===== src/fam_map.vh =====
/*
 fan alarm / warm-up fault monitor constants: fault codes, timing counts.
 assumes a 10 MHz system clock.
*/
`ifndef FAM_MAP_VH
`define FAM_MAP_VH
`define FAM_CLK_HZ 10000000
`define FAM_ALARM_S 5
`define FAM_ALARM_W 26
`define FAM_ALARM_CYC 26'h2FAF080
`define FAM_WARM_MIN 60
`define FAM_WARM_W 36
`define FAM_WARM_CYC 36'h861C46800
`define FAM_CODE_EDGE 16'h6900
`define FAM_CODE_READY 16'h6910
`define FAM_CODE_FRONT 16'h6920
`define FAM_CODE_REAR 16'h6930
`define FAM_CODE_IH 16'h6940
`define FAM_CODE_NONE 16'h0000
`define FAM_NFAN 5
`endif


===== src/fam_monitor.v =====
/*
 fan alarm and warm-up ready fault monitor.
 assumes fan drive levels come from logic on mclk_in; alarm, warm-up and
 ready levels come from pins and are synchronised here.
*/
`timescale 1ns/100ps
`include "fam_map.vh"

// Overview of operation
// - edge fan 1 or 2 driven with alarm held 5 s gives code 6900
// - no ready within 60 minutes of warm-up start gives code 6910
// - front fan driven with alarm held 5 s gives code 6920
// - rear fan driven with alarm held 5 s gives code 6930
// - IH fan driven with alarm held 5 s gives code 6940
module fam_monitor #(
    parameter [`FAM_ALARM_W-1:0] ALARM_CYC = `FAM_ALARM_CYC,
    parameter [`FAM_WARM_W-1:0] WARM_CYC = `FAM_WARM_CYC
) (
    input wire mclk_in,
    input wire sys_rst_in,
    input wire [4:0] fan_drive_in,
    input wire [4:0] fan_alarm_in,
    input wire warmup_in,
    input wire ready_in,
    output reg [4:0] fan_fault_out,
    output reg ready_fault_out,
    output reg fault_valid_out,
    output reg [15:0] fault_code_out
);
    // fan index: 0 edge1, 1 edge2, 2 front, 3 rear, 4 IH

    // warm-up supervision states, one-hot
    localparam [3:0] WS_IDLE = 4'h1;
    localparam [3:0] WS_RUN = 4'h2;
    localparam [3:0] WS_READY = 4'h4;
    localparam [3:0] WS_LATE = 4'h8;

    localparam [`FAM_ALARM_W-1:0] ALM_ZERO = {`FAM_ALARM_W{1'b0}};
    localparam [`FAM_ALARM_W-1:0] ALM_ONE =
        {{(`FAM_ALARM_W-1){1'b0}}, 1'b1};
    localparam [`FAM_ALARM_W-1:0] ALM_LAST = ALARM_CYC - ALM_ONE;
    localparam [`FAM_WARM_W-1:0] WARM_ZERO = {`FAM_WARM_W{1'b0}};
    localparam [`FAM_WARM_W-1:0] WARM_ONE =
        {{(`FAM_WARM_W-1){1'b0}}, 1'b1};

    reg [2:0] warm_s_r;
    reg [2:0] rdy_s_r;
    reg warm_r;
    reg rdy_r;
    reg [3:0] ws_r;
    reg [3:0] ws_nxt;
    reg [`FAM_WARM_W-1:0] warm_cnt_r;
    reg [`FAM_WARM_W-1:0] warm_cnt_nxt;
    reg ready_fault_nxt;
    wire [4:0] fan_fault_nxt;
    reg [15:0] code_nxt;
    reg valid_nxt;

    genvar g;
    generate
        for (g = 0; g < `FAM_NFAN; g = g + 1) begin : g_fan
            reg [2:0] sync_r;
            reg alm_r;
            reg [`FAM_ALARM_W-1:0] cnt_r;
            reg [`FAM_ALARM_W-1:0] cnt_nxt;
            reg flt_nxt;

            // stage one may go metastable; only stages two and three vote
            always @(posedge mclk_in or posedge sys_rst_in) begin
                if (sys_rst_in) begin
                    sync_r <= 3'h0;
                    alm_r <= 1'b0;
                end else begin
                    sync_r <= {sync_r[1:0], fan_alarm_in[g]};
                    if (sync_r[1] == sync_r[2]) begin
                        alm_r <= sync_r[2];
                    end
                end
            end

            // drive is from our own clock, so it is used unsynchronised
            always @* begin
                cnt_nxt = cnt_r;
                flt_nxt = fan_fault_out[g];
                if (!(fan_drive_in[g] && alm_r)) begin
                    cnt_nxt = ALM_ZERO;
                end else if (cnt_r < ALARM_CYC) begin
                    cnt_nxt = cnt_r + ALM_ONE;
                end
                // sticky until reset: a fan fault stops the engine
                if (fan_drive_in[g] && alm_r && cnt_r == ALM_LAST) begin
                    flt_nxt = 1'b1;
                end
            end

            // counter saturates, so a long alarm cannot wrap to zero
            always @(posedge mclk_in or posedge sys_rst_in) begin
                if (sys_rst_in) begin
                    cnt_r <= ALM_ZERO;
                end else begin
                    cnt_r <= cnt_nxt;
                end
            end

            assign fan_fault_nxt[g] = flt_nxt;
        end
    endgenerate

    // warm-up and ready pins pass the same three-stage filter
    always @(posedge mclk_in or posedge sys_rst_in) begin
        if (sys_rst_in) begin
            warm_s_r <= 3'h0;
            rdy_s_r <= 3'h0;
            warm_r <= 1'b0;
            rdy_r <= 1'b0;
        end else begin
            warm_s_r <= {warm_s_r[1:0], warmup_in};
            rdy_s_r <= {rdy_s_r[1:0], ready_in};
            if (warm_s_r[1] == warm_s_r[2]) begin
                warm_r <= warm_s_r[2];
            end
            if (rdy_s_r[1] == rdy_s_r[2]) begin
                rdy_r <= rdy_s_r[2];
            end
        end
    end

    // timer runs from warm-up start until ready is reached or the count hits WARM_CYC
    always @* begin
        ws_nxt = ws_r;
        warm_cnt_nxt = warm_cnt_r;
        ready_fault_nxt = ready_fault_out;
        case (ws_r)
            WS_IDLE: begin
                if (rdy_r) begin
                    ws_nxt = WS_READY;
                end else if (warm_r) begin
                    ws_nxt = WS_RUN;
                    warm_cnt_nxt = WARM_ONE;
                end
            end
            WS_RUN: begin
                if (rdy_r) begin
                    ws_nxt = WS_READY;
                    warm_cnt_nxt = WARM_ZERO;
                end else if (warm_cnt_r == WARM_CYC) begin
                    ws_nxt = WS_LATE;
                    ready_fault_nxt = 1'b1;
                end else begin
                    warm_cnt_nxt = warm_cnt_r + WARM_ONE;
                end
            end
            WS_READY: begin
                // warm-up held after ready restarts only once ready drops
                if (!rdy_r) begin
                    if (warm_r) begin
                        ws_nxt = WS_RUN;
                        warm_cnt_nxt = WARM_ONE;
                    end else begin
                        ws_nxt = WS_IDLE;
                    end
                end
            end
            WS_LATE: begin
                // one report per run; a late ready still ends the run
                if (rdy_r) begin
                    ws_nxt = WS_READY;
                    warm_cnt_nxt = WARM_ZERO;
                end
            end
            default: begin
                ws_nxt = WS_IDLE;
                warm_cnt_nxt = WARM_ZERO;
            end
        endcase
    end

    // lowest code wins when several faults stand together
    always @* begin
        if (fan_fault_out[0] || fan_fault_out[1]) begin
            code_nxt = `FAM_CODE_EDGE;
        end else if (ready_fault_out) begin
            code_nxt = `FAM_CODE_READY;
        end else if (fan_fault_out[2]) begin
            code_nxt = `FAM_CODE_FRONT;
        end else if (fan_fault_out[3]) begin
            code_nxt = `FAM_CODE_REAR;
        end else if (fan_fault_out[4]) begin
            code_nxt = `FAM_CODE_IH;
        end else begin
            code_nxt = `FAM_CODE_NONE;
        end
        valid_nxt = (code_nxt != `FAM_CODE_NONE);
    end

    // code trails the fault flags by one edge; faults never self-clear
    always @(posedge mclk_in or posedge sys_rst_in) begin
        if (sys_rst_in) begin
            ws_r <= WS_IDLE;
            warm_cnt_r <= WARM_ZERO;
            fan_fault_out <= 5'h00;
            ready_fault_out <= 1'b0;
            fault_code_out <= `FAM_CODE_NONE;
            fault_valid_out <= 1'b0;
        end else begin
            ws_r <= ws_nxt;
            warm_cnt_r <= warm_cnt_nxt;
            fan_fault_out <= fan_fault_nxt;
            ready_fault_out <= ready_fault_nxt;
            fault_code_out <= code_nxt;
            fault_valid_out <= valid_nxt;
        end
    end
endmodule // fam_monitor


===== config.mk =====
export PLATFORM = sky130hd
export DESIGN_NAME = fam_monitor
export DESIGN_NICKNAME = d
export VERILOG_FILES = /design/src/fam_monitor.v
export VERILOG_INCLUDE_DIRS = /design/src
export SDC_FILE = /design/constraint.sdc
export NUM_CORES = 1
export LEC_CHECK = 0
export BUFFER_PORTS_ARGS = -buffer_cell sky130_fd_sc_hd__buf_2
export CORE_MARGIN = 1
export CORE_UTILIZATION = 48
export DETAILED_ROUTE_END_ITERATION = 8
export GPL_TIMING_DRIVEN = 1
export PLACE_DENSITY = 0.61
export SLEW_MARGIN = 20
export SYNTH_ARGS = -nofsm -noshare
export SYNTH_HDL_FRONTEND = slang
export SYNTH_SLANG_ARGS = --single-unit

===== constraint.sdc =====
create_clock -name mclk_in -period 7.7 [get_ports mclk_in]
set_input_delay 0 -clock mclk_in [delete_from_list [all_inputs] [get_ports mclk_in]]
set_output_delay 0 -clock mclk_in [all_outputs]
set_load 0.05 [all_outputs]

==> results.json <==
{
  "crit_path_end_kind": "register",
  "whs_path_depth": 5,
  "grt.met2_usage": 0.301,
  "vias": 7767,
  "max_stage_delay_ns": 0.57,
  "ys_top_cells_by_area": "dfrtp_1 (50%), nor2_1 (5.8%), xnor2_1 (5.6%), xor2_1 (5.0%), nand3_1 (3.3%)",
  "outcome": "complete, no violations",
  "hp-class": "in2reg",
  "dp_hpwl_um": 13100,
  "first_pass_iters": 5,
  "synth_top_family_by_area": "simple AND/OR/NAND/NOR gates",
  "peakVddDrop_mv": 0.138,
  "grt_pass1_wl_um": 35300,
  "maxSlewViolCount": 0,
  "ys_top_cells_by_count": "dfrtp_1 (208), nor2_1 (163), nand3_1 (70)",
  "numPortBuffers": 27,
  "syn_to_final_growth_pct": 11.8,
  "p_leak_nw": 4.82,
  "drv_cap": 0,
  "initial_core_util": 0.493,
  "grt_pass1_vias": 7418,
  "syn_inst": 1085,
  "synth_top_cell_by_area": "dfrtp_1",
  "antenna_found_initial": 0,
  "die_x_um": 150,
  "slew_headroom": 0.335,
  "r2r-end": "g_fan[3].cnt_r[22]",
  "cts_sinks": 209,
  "grtUsageMet1": 0.273,
  "hold_viol_final": 0,
  "worstPathRequired_ns": 8.13,
  "cpMostUsedCell": "or4_1",
  "drive_gt1_frac": 0.0825,
  "yosysMostFrequentCell": "dfrtp_1",
  "drc": 0,
  "grt-busiest-layer": "met2",
  "finClkSkew_ns": 0.0134,
  "cts-root-buf": "clkbuf_16",
  "ys_warn_count": 0,
  "async_flop_share": 1.00,
  "synth_xor_area_frac": 0.106,
  "critical_path_class": "reg2reg",
  "cp_slowest_cell": "or4_1",
  "hold_ws_ns": 0.123,
  "clockBufferDepth": 3,
  "antenna_cells": 0,
  "final-setup-viol-count": 0,
  "worstRegToRegCells": 6,
  "gr-total-overflow": 0,
  "nFillCells": 1882,
  "rrSetupSlack_ns": 5.08,
  "synth-compound-area-share": 0.0788,
  "htreeDepth": 1,
  "critPathLaunch": "g_fan[3].cnt_r[10]",
  "gp_congestion": 0.788,
  "nNetsFinal": 1131,
  "die_y_um": 150,
  "rows": 53,
  "antenna_left": 0,
  "total_power_mw": 2.50,
  "clock_latency_ns": 0.51,
  "via_per_inst": 5.54,
  "synthMuxAreaShare": 0.00287,
  "synth_flop_cell": "dfrtp_1",
  "finalCritPeriodShare": 0.340,
  "synthAdderAreaFrac": 0.0151,
  "synth_seq_cells": 209,
  "clkTransAtPathRegs_ns": 0.06,
  "cts_setup_buffers": 0,
  "worst_slew_pin_slew_ns": 0.998,
  "die_area_sq_mm": 0.0224,
  "arrival_ns": 3.05,
  "cts_tree": "built",
  "grt_use_total": 0.190,
  "numCtsBuffers": 24,
  "core_sq_mm": 0.0212,
  "p_per_area_mw_per_mm2": 214,
  "ys_seq_area_frac": 0.500,
  "wirelength_um": 20500,
  "synth_area_per_cell_sq_um": 9.64,
  "fin_setup_tns_ns": 0,
  "synth-edff-count": 0,
  "cp_max_fo": 16,
  "yosys.area.top_type_share": 0.498,
  "hold_end": "g_fan[0].cnt_r[22]",
  "synth-simple-area-share": 0.264,
  "synth.cell_area_sq_mm": 0.0105,
  "r2r-start": "g_fan[3].cnt_r[10]",
  "yosysUniqueCellTypes": 67,
  "startpoint_type": "register",
  "path_cells": "or4_1 -> o21ba_1 -> o21ai_4 -> nand4_4 -> or4_1 -> a21oi_1",
  "wl_per_cell_um": 14.6,
  "io_pins": 37,
  "drt-initial-drc-count": 368,
  "fmax_mhz": 382,
  "grtUsageMet3": 0.0329,
  "rsz0062_at_grt": "no",
  "min-delay-start": "fan_drive_in[0]",
  "grt_max_degree": 154,
  "fin_crit_ns": 2.62
}
## worst max path at each step
stage | to | slack [ns] | cells past startpoint
finish | g_fan[3].cnt_r[22] | 5.08 | 6
global route | g_fan[3].cnt_r[22] | 4.97 | 6
CTS | g_fan[3].cnt_r[22] | 5.11 | 6
detailed placement | g_fan[3].cnt_r[22] | 5.12 | 6
global placement | g_fan[0].cnt_r[20] | 5.17 | 6
floorplan | fan_fault_out[0] | 1.99 | 1
## layout by cell type, fill, tap and decap left out, types with 11 or more instances in the layout
master and instances:
a21oi_1 42, and2_1 11, and3_1 35, and4_1 16
buf_2 27, clkbuf_16 25, dfrtp_1 208, dlygate4sd3_1 11
inv_1 21, nand2_1 67, nand3_1 70, nand4_1 45
nor2_1 163, nor3_1 40, nor4_1 22, o21ai_0 25
o31ai_1 11, or3_1 15, xnor2_1 67, xor2_1 60
## per-layer routing
metal | part of all wire | routed length [um]
met1 | 0.50 | 10200
met2 | 0.45 | 9240
met3 | 0.038 | 787
met4 | 0.013 | 275
met5 | 0 | 0
## flip-flops by register name, summed over array words and instances, names as in the netlist
| name | count |
|---|---|
| ready_fault_out | 1 |
| warm_cnt_r | 36 |
| fan_fault_out | 5 |
| g_fan.sync_r | 15 |
| warm_r | 1 |
| ws_r | 4 |
| g_fan.alm_r | 5 |
| rdy_r | 1 |
| rdy_s_r | 3 |
| fault_code_out | 4 |
| g_fan.cnt_r | 130 |
| fault_valid_out | 1 |
| warm_s_r | 3 |
## cell families (layout without fill, tap and decap cells)
kind of cell / after synthesis / in the layout
simple gates: 529 / 529
xor+xnor: 127 / 127
mux: 3 / 3
buf+inv: 75 / 109
other cells: 1 / 9
compound gates: 127 / 127
flops: 209 / 209
fa+ha+maj: 14 / 14
## where the power goes
part / total [mW] / switching, mW / internal (mW)
Clock: 1.14 / 0.433 / 0.703
Combinational: 0.213 / 0.144 / 0.0693
Sequential: 1.15 / 0.0297 / 1.13
Total: 2.50 / 0.607 / 1.90
## per-stage QoR
step / cell area, sq um / setup slack (ns) / std cells / utilization
3_5_place_dp: 10800 / 5.12 / 1348 / 0.508
6_report: 11700 / 5.08 / 1402 / 0.551
2_1_floorplan: 10500 / 1.99 / 1093 / -
4_1_cts: 11700 / 5.11 / 1402 / 0.551
5_1_grt: 11700 / 4.97 / 1402 / 0.551
3_3_place_gp: 10800 / 5.17 / 1348 / 0.508
## what timing repair did
item / CTS / global route
gates resized for setup: 0 / 0
hold buffers: 11 / 0
hold endpoints to repair: 161 / 0
endpoints found under the setup margin: 0 / 0
## critical path, delay by kind of cell (launching register included)
| kind | cells | cell delay [ns] |
|---|---|---|
| AOI/OAI and AO/OA | 3 | 0.77 |
| and+or+nand+nor | 3 | 1.32 |
| DFF | 1 | 0.45 |
## cell type report
class | instances | area, sq um | share of cell area
Sequential cell | 209 | 5230 | 0.447
Multi-Input combinational cell | 809 | 4930 | 0.422
Clock buffer | 40 | 762 | 0.0652
Tap cell | 275 | 344 | 0.0294
Timing Repair Buffer | 44 | 290 | 0.0248
Inverter | 22 | 95.1 | 0.00813
Clock inverter | 3 | 40.0 | 0.00342
Note: power is estimated with default switching activity, not from simulation.
